**src/smbtc_pkg.sv**
```systemverilog
// Purpose: shared constants and types for the bus timeout and control block
// Assumes: 50 MHz system clock
// Notes: special-function register addresses are byte addresses on the SFR port
package smbtc_pkg;
    localparam int unsigned SYS_CLK_HZ = 50000000;
    localparam int unsigned SYS_CLK_PERIOD_NS = 1000000000 / SYS_CLK_HZ;
    localparam logic [7:0] CTRL_ADDR = 8'hC0;
    localparam logic [7:0] RATE_ADDR = 8'hCF;
    localparam logic [7:0] CTRL_RESET = 8'h00;
    localparam logic [7:0] RATE_RESET = 8'h00;
    localparam logic [7:0] TIMER_TOP = 8'hFF;
    localparam int BIT_BUSY = 7;
    localparam int BIT_ENABLE = 6;
    localparam int BIT_START = 5;
    localparam int BIT_STOP = 4;
    localparam int BIT_IRQ = 3;
    localparam int BIT_ACK = 2;
    localparam int BIT_FREE_TE = 1;
    localparam int BIT_LOW_TE = 0;
    // Bus-free limit and bus condition hold time
    localparam int unsigned BUS_FREE_US = 50;
    localparam int unsigned COND_HOLD_NS = 4000;
    localparam int unsigned COND_HOLD_CYC =
        (COND_HOLD_NS + SYS_CLK_PERIOD_NS - 1) / SYS_CLK_PERIOD_NS;
    localparam int CNT_W = 8;

    typedef struct packed {
        logic wrEn;
        logic rdEn;
        logic [7:0] addr;
        logic [7:0] wrData;
    } smbtc_sfr_req_t;

    typedef struct packed {
        logic out;
        logic oe;
    } smbtc_pin_drv_t;
endpackage

```
**src/smbtc_free_timer.sv**
```systemverilog
// Purpose: bus-free timer, counts up while both lines are high
// Assumes: synchronised line levels
// Notes: overflow is a one-cycle pulse; reloads from the rate value otherwise
`timescale 1ns/1ps
module smbtc_free_timer
    import smbtc_pkg::*;
(
    // Clock and reset
    input wire logic sys_clk,
    input wire logic srst,
    // Control
    input wire logic enable,
    input wire logic [7:0] reloadValue,
    input wire logic sclHigh,
    input wire logic sdaHigh,
    // Result
    output logic overflow
);
    logic [7:0] count_ff;
    logic overflow_ff;

    always_ff @(posedge sys_clk)
    begin
        if (srst || !enable || !sclHigh || !sdaHigh)
        begin
            count_ff <= reloadValue;
        end
        else if (count_ff == TIMER_TOP)
        begin
            // Wraps to the reload value so a long idle bus keeps firing
            count_ff <= reloadValue; // RQ4
        end
        else
        begin
            count_ff <= count_ff + 8'h01; // RQ3
        end
    end

    always_ff @(posedge sys_clk)
    begin
        if (srst)
        begin
            overflow_ff <= 1'b0;
        end
        else
        begin
            overflow_ff <= enable && sclHigh && sdaHigh && (count_ff == TIMER_TOP); // RQ1
        end
    end

    assign overflow = overflow_ff;
endmodule

```
**src/smbtc_top.sv**
```systemverilog
// Purpose: timeout detection and control register of the two-wire bus interface
// Assumes: open-drain lines, pins sampled through two flip-flops
// Notes: byte shifting engine lives elsewhere; this block frames START and STOP
// Function
// RQ1: Bus counts as free once clock and data stay high past 50 us.
// RQ2: Writing 1 to the free timer enable bit starts the bus-free timer.
// RQ3: Enabled bus-free timer counts upward while the clock line is high; here it also reloads whenever the data line is low.
// RQ4: Timer overflow marks bus free; a pending START goes out only afterwards. Here a non-busy bus also starts with free timer enable clear or on a STOP.
// RQ5: Software loads the rate register so the free period stays below 50 us.
// RQ6: Low timeout enable couples the general timer to clock-low detection.
// RQ7: Coupled timer reloads while clock is high and counts while it is low.
// RQ8: Software sets the general timer to 25 ms and resets bus on overflow.
// RQ9: Bit 7 is read-only busy: 0 when free, 1 during a transfer.
// RQ10: Interface enable bit gates the whole serial interface; the low timeout coupling here runs without it.
// RQ11: START when free, else after STOP; repeated START if set mid-transfer.
`timescale 1ns/1ps
module smbtc_top
    import smbtc_pkg::*;
(
    // Clock and reset
    input wire logic sys_clk,
    input wire logic srst,
    // Register port
    input wire smbtc_sfr_req_t sfrReq,
    output logic [7:0] sfrRdData,
    // Bus lines
    input wire logic sclIn,
    output logic sclOut,
    output logic sclOe,
    input wire logic sdaIn,
    output logic sdaOut,
    output logic sdaOe,
    // General timer coupling
    input wire logic lowTimerEnabled,
    output logic lowTimerReload,
    output logic lowTimerCount,
    // Status
    output logic busFreeTimeout
);
    typedef enum logic [2:0] {
        ST_IDLE,
        ST_WAIT_FREE,
        ST_START_HOLD,
        ST_MASTER,
        ST_RS_RELEASE,
        ST_STOP_SETUP,
        ST_STOP_HOLD
    } smbtc_state_t;

    smbtc_state_t state_ff;
    logic [1:0] sclSync_ff;
    logic [1:0] sdaSync_ff;
    logic sclPrev_ff;
    logic sdaPrev_ff;
    logic [7:0] ctrl_ff;
    logic [7:0] rate_ff;
    logic busy_ff;
    logic [15:0] holdCnt_ff;
    logic [7:0] rdData_ff;
    logic sclOe_ff;
    logic sdaOe_ff;
    logic reload_ff;
    logic count_ff;
    logic freeTo_ff;
    logic freeOvf;
    logic sclNow;
    logic sdaNow;
    logic startSeen;
    logic stopSeen;
    logic ctrlWr;
    logic holdDone;
    logic genEvent;

    function automatic logic sfrHit(input smbtc_sfr_req_t r, input logic [7:0] a);
        return r.addr == a;
    endfunction

    // Only the second stage is read by logic
    always_ff @(posedge sys_clk)
    begin
        if (srst)
        begin
            sclSync_ff <= 2'h3;
            sdaSync_ff <= 2'h3;
            sclPrev_ff <= 1'b1;
            sdaPrev_ff <= 1'b1;
        end
        else
        begin
            sclSync_ff <= {sclSync_ff[0], sclIn};
            sdaSync_ff <= {sdaSync_ff[0], sdaIn};
            sclPrev_ff <= sclSync_ff[1];
            sdaPrev_ff <= sdaSync_ff[1];
        end
    end

    assign sclNow = sclSync_ff[1];
    assign sdaNow = sdaSync_ff[1];
    assign startSeen = sclNow && sclPrev_ff && sdaPrev_ff && !sdaNow;
    assign stopSeen = sclNow && sclPrev_ff && !sdaPrev_ff && sdaNow;
    assign ctrlWr = sfrReq.wrEn && sfrHit(sfrReq, CTRL_ADDR);
    assign holdDone = holdCnt_ff == 16'h0000;

    smbtc_free_timer u_free_timer (
        .sys_clk(sys_clk),
        .srst(srst),
        .enable(ctrl_ff[BIT_FREE_TE] && ctrl_ff[BIT_ENABLE]), // RQ2
        .reloadValue(rate_ff),
        .sclHigh(sclNow),
        .sdaHigh(sdaNow),
        .overflow(freeOvf)
    );

    // Busy follows bus conditions; idle timeout also frees it
    always_ff @(posedge sys_clk)
    begin
        if (srst || !ctrl_ff[BIT_ENABLE])
        begin
            busy_ff <= 1'b0; // RQ10
        end
        else if (startSeen)
        begin
            busy_ff <= 1'b1; // RQ9
        end
        else if (stopSeen || freeOvf)
        begin
            busy_ff <= 1'b0; // RQ9
        end
    end

    always_ff @(posedge sys_clk)
    begin
        if (srst)
        begin
            freeTo_ff <= 1'b0;
        end
        else
        begin
            freeTo_ff <= freeOvf; // RQ4
        end
    end

    // Master framing of START, repeated START and STOP
    always_ff @(posedge sys_clk)
    begin
        if (srst || !ctrl_ff[BIT_ENABLE])
        begin
            state_ff <= ST_IDLE; // RQ10
            holdCnt_ff <= 16'h0000;
        end
        else
        begin
            if (!holdDone)
            begin
                holdCnt_ff <= holdCnt_ff - 16'h0001;
            end
            unique case (state_ff)
                ST_IDLE:
                begin
                    if (ctrl_ff[BIT_START])
                    begin
                        // Never jump in on a bus another master holds
                        state_ff <= ST_WAIT_FREE; // RQ11
                    end
                end
                ST_WAIT_FREE:
                begin
                    if (!busy_ff && (freeOvf || !ctrl_ff[BIT_FREE_TE] || stopSeen))
                    begin
                        state_ff <= ST_START_HOLD; // RQ4
                        holdCnt_ff <= 16'(COND_HOLD_CYC);
                    end
                end
                ST_START_HOLD:
                begin
                    if (holdDone)
                    begin
                        state_ff <= ST_MASTER;
                    end
                end
                ST_MASTER:
                begin
                    if (ctrl_ff[BIT_STOP])
                    begin
                        state_ff <= ST_STOP_SETUP;
                        holdCnt_ff <= 16'(COND_HOLD_CYC);
                    end
                    else if (ctrl_ff[BIT_START])
                    begin
                        state_ff <= ST_RS_RELEASE; // RQ11
                        holdCnt_ff <= 16'(COND_HOLD_CYC);
                    end
                end
                ST_RS_RELEASE:
                begin
                    if (holdDone && sclNow)
                    begin
                        state_ff <= ST_START_HOLD; // RQ11
                        holdCnt_ff <= 16'(COND_HOLD_CYC);
                    end
                end
                ST_STOP_SETUP:
                begin
                    if (holdDone && sclNow)
                    begin
                        state_ff <= ST_STOP_HOLD;
                        holdCnt_ff <= 16'(COND_HOLD_CYC);
                    end
                end
                ST_STOP_HOLD:
                begin
                    if (holdDone)
                    begin
                        // Both flags set: START follows the STOP
                        state_ff <= ctrl_ff[BIT_START] ? ST_WAIT_FREE : ST_IDLE; // RQ11
                    end
                end
                default:
                begin
                    state_ff <= ST_IDLE;
                end
            endcase
        end
    end

    assign genEvent = (state_ff == ST_START_HOLD && holdDone)
        || (state_ff == ST_STOP_HOLD && holdDone);

    // Open-drain drive: SDA low for START hold and STOP setup, SCL low between
    always_ff @(posedge sys_clk)
    begin
        if (srst)
        begin
            sclOe_ff <= 1'b0;
            sdaOe_ff <= 1'b0;
        end
        else
        begin
            sdaOe_ff <= (state_ff == ST_START_HOLD) || (state_ff == ST_MASTER)
                || (state_ff == ST_STOP_SETUP);
            sclOe_ff <= (state_ff == ST_MASTER)
                || ((state_ff == ST_STOP_SETUP) && !holdDone);
        end
    end

    // Control register; hardware event set wins over software clear
    always_ff @(posedge sys_clk)
    begin
        if (srst)
        begin
            ctrl_ff <= CTRL_RESET;
            rate_ff <= RATE_RESET;
        end
        else
        begin
            if (sfrReq.wrEn && sfrHit(sfrReq, RATE_ADDR))
            begin
                rate_ff <= sfrReq.wrData; // RQ5
            end
            if (ctrlWr)
            begin
                ctrl_ff <= sfrReq.wrData; // RQ2
            end
            ctrl_ff[BIT_BUSY] <= 1'b0; // RQ9
            if (genEvent)
            begin
                ctrl_ff[BIT_IRQ] <= 1'b1;
            end
            if (state_ff == ST_START_HOLD && holdDone && !(ctrlWr && sfrReq.wrData[BIT_START]))
            begin
                ctrl_ff[BIT_START] <= 1'b0;
            end
            // A fresh software set in the same cycle survives the hardware clear
            if (((state_ff == ST_STOP_HOLD && holdDone) || (stopSeen && state_ff == ST_IDLE))
                && !(ctrlWr && sfrReq.wrData[BIT_STOP]))
            begin
                ctrl_ff[BIT_STOP] <= 1'b0;
            end
        end
    end

    // Low timeout coupling to the external general timer
    always_ff @(posedge sys_clk)
    begin
        if (srst)
        begin
            reload_ff <= 1'b0;
            count_ff <= 1'b0;
        end
        else
        begin
            reload_ff <= ctrl_ff[BIT_LOW_TE] && lowTimerEnabled && sclNow; // RQ7
            count_ff <= ctrl_ff[BIT_LOW_TE] && lowTimerEnabled && !sclNow; // RQ6
        end
    end

    always_ff @(posedge sys_clk)
    begin
        if (srst)
        begin
            rdData_ff <= 8'h00;
        end
        else if (sfrReq.rdEn && sfrHit(sfrReq, CTRL_ADDR))
        begin
            rdData_ff <= {busy_ff, ctrl_ff[BIT_ENABLE:0]}; // RQ9
        end
        else if (sfrReq.rdEn && sfrHit(sfrReq, RATE_ADDR))
        begin
            rdData_ff <= rate_ff;
        end
        else
        begin
            rdData_ff <= 8'h00;
        end
    end

    assign sfrRdData = rdData_ff;
    assign sclOut = 1'b0;
    assign sdaOut = 1'b0;
    assign sclOe = sclOe_ff;
    assign sdaOe = sdaOe_ff;
    assign lowTimerReload = reload_ff;
    assign lowTimerCount = count_ff;
    assign busFreeTimeout = freeTo_ff;
endmodule

```
**config.mk**
```make
export PLATFORM = sky130hd
export DESIGN_NAME = smbtc_top
export DESIGN_NICKNAME = d
export VERILOG_FILES = /design/src/smbtc_pkg.sv /design/src/smbtc_free_timer.sv /design/src/smbtc_top.sv
export SDC_FILE = /design/constraint.sdc
export NUM_CORES = 1
export LEC_CHECK = 0
export BUFFER_PORTS_ARGS = -buffer_cell sky130_fd_sc_hd__buf_2
export CELL_PAD_IN_SITES_DETAIL_PLACEMENT = 1
export CELL_PAD_IN_SITES_GLOBAL_PLACEMENT = 1
export CORE_AREA = 10 10 114 75
export CTS_CLUSTER_DIAMETER = 50
export DETAILED_ROUTE_END_ITERATION = 12
export DIE_AREA = 0 0 124 85
export PLACE_DENSITY_LB_ADDON = 0.2
export SLEW_MARGIN = 20
export SYNTH_ARGS = -nofsm -noshare
export SYNTH_HDL_FRONTEND = slang
export SYNTH_SLANG_ARGS = --single-unit
export TNS_END_PERCENT = 20
```
**constraint.sdc**
```tcl
create_clock -name sys_clk -period 2.31 [get_ports sys_clk]
set_clock_uncertainty 0.05 [all_clocks]
set_input_delay 0.3465 -clock sys_clk [delete_from_list [all_inputs] [get_ports sys_clk]]
set_output_delay 0.3465 -clock sys_clk [all_outputs]
set_load 0.005 [all_outputs]
```
* Word-level counts from Yosys, hierarchy flattened
Cells that the tools add are included.
** Storage, ports and cells
- Register bits :: 63
- Output and inout port bits :: 15
** Cells by class
- Add/subtract/negate cells :: 2
- Eq/ne operators :: 16
- Reductions and logical operators :: 56
- Muxes and demuxes :: 24
** Operator list (number)
- $mux W16 :: 5
- $pmux W16 S3 :: 1
- $mux W8 :: 4
- $logic_and A1 B1 Y1 :: 26
- $eq A8 B8 Y1 const B :: 3
- $mux W3 :: 8
- $pmux W3 S7 :: 1
- $logic_not A16 Y1 :: 1
- $sub A16 B1 Y16 const B :: 1
- $logic_or A1 B1 Y1 :: 12
- $ne A2 B2 Y1 const B :: 6
- $logic_not A1 Y1 :: 10
- $eq A3 B3 Y1 const B :: 3
- $add A8 B1 Y8 const B :: 1
- $mux W7 :: 1
- $reduce_and A7 Y1 :: 1
- $eq A3 B2 Y1 const B :: 2
- $reduce_or A2 Y1 :: 3
- $mux W1 :: 4
- $reduce_bool A2 Y1 :: 2
- $eq A3 B1 Y1 const B :: 1
- $logic_not A3 Y1 :: 1
- $ne A3 B3 Y1 const B :: 1

* Depth between registers and ports, before layout
- Depth after elaboration :: 7
- Mapped depth :: 8
- Gate-level depth less buffers :: 7

* Hierarchy
From an unflattened synthesis, not the netlist that was laid out.
** Unflattened totals
- Cell total of the unflattened synthesis :: 320
- Area, all modules :: 2791.4 µm²
** By module, submodules not included
- smbtc_top :: seq. area each 1081.0 µm², instances 1, area an instance 2327.2 µm², cells each 271
- smbtc_free_timer :: seq. area each 180.2 µm², instances 1, area an instance 464.2 µm², cells each 49

* Least setup slack after synthesis
No wires, ideal clock.
- Path kind :: reg2reg
- From :: reg holdCnt_ff[0]
- To :: reg holdCnt_ff[14]
- Stages on the path, launching flop included :: 9
- Setup slack :: 445 ps
- Arrival :: 1701 ps
- Buffers on the path :: 1
- Cell sequence :: dfxtp_1 inv_1 ha_1 nor3b_1 nand4_1 o22ai_1 a21o_1 buf_4 nor2_1
** On the way
- Cells in the longest elaborated chain, start to end :: 5
- Elaborated cells between the ends (all ways) :: 9
** Ends and longest elaborated chain
- start, declared :: line smbtc_top.sv:58 : logic [15:0] holdCnt_ff;
- start signal, assigned :: line smbtc_top.sv:155 : holdCnt_ff <= holdCnt_ff - 16'h0001;
- start signal, assigned :: line smbtc_top.sv:171 : holdCnt_ff <= 16'(COND_HOLD_CYC);
- start signal, assigned :: line smbtc_top.sv:186 : holdCnt_ff <= 16'(COND_HOLD_CYC);
- $sub A16 B1 Y16 or $logic_not A16 Y1 (tied branches) :: line smbtc_top.sv:155, smbtc_top.sv:102
- $mux W16 :: line smbtc_top.sv:153 : if (!holdDone)
- $mux W16 :: line smbtc_top.sv:188 : else if (ctrl_ff[BIT_START])
- $mux W16 :: line smbtc_top.sv:183 : if (ctrl_ff[BIT_STOP])
- $pmux W16 S3 * :: line smbtc_top.sv:157 : unique case (state_ff)
Every way passes the cells marked *; elsewhere a longest branch is shown, timed or not.
A chain may end at the register's enable or synchronous reset.

* Worst setup path after layout
- From :: reg state_ff[0]
- To :: reg holdCnt_ff[1]
** On the way
- Cells in the longest elaborated chain, start to end :: 3
- Elaborated cells between the ends (all ways) :: 6
** Ends and longest elaborated chain
- start, declared :: line smbtc_top.sv:50 : smbtc_state_t state_ff;
- start signal, assigned :: line smbtc_top.sv:215 : state_ff <= ctrl_ff[BIT_START] ? ST_WAIT_FREE : ST_IDLE;
- $eq A3 B3 Y1 :: line smbtc_top.sv:157
- $reduce_or A2 Y1 (no source line)
- $pmux W16 S3 * :: line smbtc_top.sv:157
Marks and branches as above.

==> key figures <==
Outcome
  • Status: finished clean

Route
  • Pre-antenna DRT Iters: 4
  • Drt wl/cell: 15.8 um
  • Drc violations: 0
  • Vias per cell: 5.16
  • Via Count: 2231
  • Detail Route Antenna Nets: 0
  • Initial DRC Count: 101
  • Final wirelength: 6840 um

Yosys
  • Mux cell area share after synthesis: 0.0591
  • Ys async rst share: 0
  • Avg Cell Area, Syn: 9.13 sq um
  • Adder-cell share of the synthesized area: 0.0138
  • Compound-Gate Fraction of Synth Area: 0.127
  • Flops & latches, synth: 63
  • EDFF count, synth: 0
  • Post-Syn Area: 0.00273 sq mm
  • Post-synthesis sequential area ratio: 0.462
  • Netlist cell types: 51
  • Largest family of logic cells by synthesized area: simple AND/OR/NAND/NOR gates
  • Synth Instances: 299
  • Post-Synth XOR/XNOR Area: 0.0481
  • Simple logic cell fraction of the synthesized area: 0.252
  • Syn. warnings: 0
  • Ys flop type: dfxtp_1

Placed design
  • Placed Area: 0.00302 sq mm
  • Placed cells: 416
  • Gpl congestion: 0.779
  • Port-buffer cells: 35
  • Post-DP HPWL: 5080 um
  • Dpl ws: 0.241 ns

Setup path
  • CP endpoint kind: flop
  • WS Path Type: reg -> reg
  • Data required, critical path: 2.52 ns
  • Type of origin of the critical path: flop
  • Crit path max-delay family: compound AO/OA/AOI/OAI gates
  • Buf+Inv Stages, Crit Path: 2
  • Critical Path AT: 2.23 ns
  • Critical Path Fanout Max: 9
  • Worst path max stage delay: 0.54 ns
  • Cells along the critical path: inv_1 -> nor4_1 -> a21oi_1 -> a21o_1 -> buf_4 -> a211oi_1
  • Critical-path cell with the highest stage delay: dfxtp_1

Cells and area
  • Final core occ: 0.495
  • Share of layout cells above drive strength 1: 0.226
  • Number of diodes: 0
  • Non-Filler Instances: 432
  • Design Area, Final: 0.00320 sq mm
  • Final #Nets: 366
  • Area grow syn2layout: 17.4%

Global routing
  • Vias in the first global route: 2264
  • Grt total ovfl: 0
  • Largest net degree at the start of global routing: 35
  • Initial antenna violation count: 0
  • Global-route wire length before repair: 11400 um
  • GRT Overall Usage: 0.135

Pwr
  • Worst VDD drop: 0.000295 V
  • PwrDens: 626 mW/mm^2
  • Leakage power: 1.33 nW
  • Final Power: 2.01 mW

Timing
  • Final setup violation count: 0
  • Final hold violation count: 0
  • Worst-Margin Slew: 0.544 ns
  • Final Max Tran Viols: 0
  • Setup ws final: 0.289 ns
  • Rel. slew slack: 0.637
  • Hold_ws: 0.135 ns
  • Fin crit share: 0.875
  • RSZ-0062 raised after global routing: false
  • Tmin final: 2.02 ns
  • Max Fclk: 495 MHz
  • TNS Setup: 0 ns

CTS
  • CTS tree: done
  • Clock Tree Root: clkbuf_8
  • CTS hold repair buffers: 0
  • H-tree levels: 3
  • Clk_lat worst skew: 0.34 ns
  • Clk buf depth: 2
  • CTS clk-pin slew, worst paths: 0.07 ns
  • TritonCTS buffer count: 9
  • Clk sinks: 63

Floorplanning
  • Core Region: 0.00647 sq mm
  • Starting Density: 0.421
  • Total die area: 0.0105 sq mm
  • Chip width: 124 um
  • Rows: 23
  • Die height: 85 um
  • Num ports: 38

Job
  • Max-cap violation count: 0

Hold path
  • Min-Delay Path Class: in -> reg
## where the power goes
part           switching, mW  internal, mW  leakage, nW
logic                 0.0248        0.0227        0.734
registers            0.00255          1.09        0.508
clock network          0.446         0.421       0.0849
## flip-flops by register name, indices dropped and copies added, names as in the netlist, 2 cells and up
name / count
rate_ff: 8
holdCnt_ff: 16
state_ff: 3
sclSync_ff: 2
sfrRdData: 8
ctrl_ff: 7
sdaSync_ff: 2
u_free_timer.count_ff: 8
## layout make-up
class,instances,area [sq um]
Sequential cell,63,1260
Multi-Input combinational cell,215,1380
Inverter,6,22.5
Clock inverter,6,45.0
Clock buffer,10,138
Fill cell,780,3270
Timing Repair Buffer,45,250
Tap cell,87,109
## worst register-to-register path, cell delays in order, from the launching register on
cell,delay [ns]
dfxtp_1,0.54
inv_1,0.17
nor4_1,0.44
a21oi_1,0.16
a21o_1,0.21
buf_4,0.17
a211oi_1,0.21
## logic make-up (layout without fill, tap and decap cells)
logic type | after synthesis | in the layout
DFF | 63 | 63
AOI/OAI and AO/OA | 51 | 51
other | 1 | 2
adders and majority gates | 3 | 3
and+or+nand+nor | 128 | 128
xor gates and xnor gates | 15 | 15
buffers and inverters | 22 | 67
muxes | 16 | 16
## layout by cell type, fill, tap and decap left out, drive strengths merged, types with 3 or more instances in the layout
cell / Yosys / routed
nor2: 46 / 46
a22oi: 9 / 9
xnor2: 8 / 8
nor4: 10 / 10
mux2i: 15 / 15
xor2: 7 / 7
nand2b: 4 / 4
nand2: 17 / 17
buf: 7 / 45
clkbuf: 9 / 10
o21ai: 13 / 13
clkinvlp: 0 / 3
dfxtp: 63 / 63
or3: 7 / 7
ha: 3 / 3
nor2b: 6 / 6
and3: 3 / 3
or2: 9 / 9
nand3: 8 / 8
inv: 6 / 7
nor3: 4 / 4
a21oi: 11 / 11
nand4: 4 / 4
## Yosys cell counts (3+ instances only)
cell | instances | area share
or2_2 | 9 | 0.021
a22oi_1 | 9 | 0.025
buf_4 | 3 | 0.0083
and3_1 | 3 | 0.0069
dfxtp_1 | 63 | 0.46
ha_1 | 3 | 0.014
nor2b_1 | 6 | 0.014
xnor2_1 | 8 | 0.026
a21oi_1 | 11 | 0.020
inv_1 | 6 | 0.0083
xor2_1 | 7 | 0.022
nand2b_1 | 4 | 0.0092
nor4_1 | 8 | 0.018
buf_2 | 3 | 0.0055
nand3_1 | 8 | 0.015
nand2_1 | 17 | 0.023
nor3_1 | 4 | 0.0073
or3_1 | 6 | 0.014
nand4_1 | 4 | 0.0092
nor2_1 | 46 | 0.063
mux2i_1 | 15 | 0.055
clkbuf_1 | 9 | 0.012
o21ai_0 | 13 | 0.024
## worst paths after layout
check / end / slack (ns) / start / cells past startpoint
setup reg to reg: holdCnt_ff[1]$_SDFF_PP0_ / 0.29 / state_ff[0]$_SDFFE_PP0P_ / 6
setup / recovery: holdCnt_ff[1]$_SDFF_PP0_ / 0.29 / state_ff[0]$_SDFFE_PP0P_ / 6
hold reg to reg: sclSync_ff[1]$_SDFF_PP1_ / 0.36 / sclSync_ff[0]$_SDFF_PP1_ / 1
hold / removal: sdaSync_ff[0]$_SDFF_PP1_ / 0.13 / sdaIn / 2
## per-layer routing
metal | vias up | global-route usage | wire [um]
li1 | 1135 | - | -
met1 | 1037 | 0.196 | 3720
met2 | 57 | 0.174 | 2560
met3 | 2 | 0.0569 | 545
met4 | 0 | 0.0406 | 23
met5 | - | 0 | 0
## what timing repair did
action	in CTS	in global routing
buffers inserted	0	0
resized for setup	0	1
endpoints found under the setup margin	0	1
Note: power is estimated with default switching activity, not from simulation.
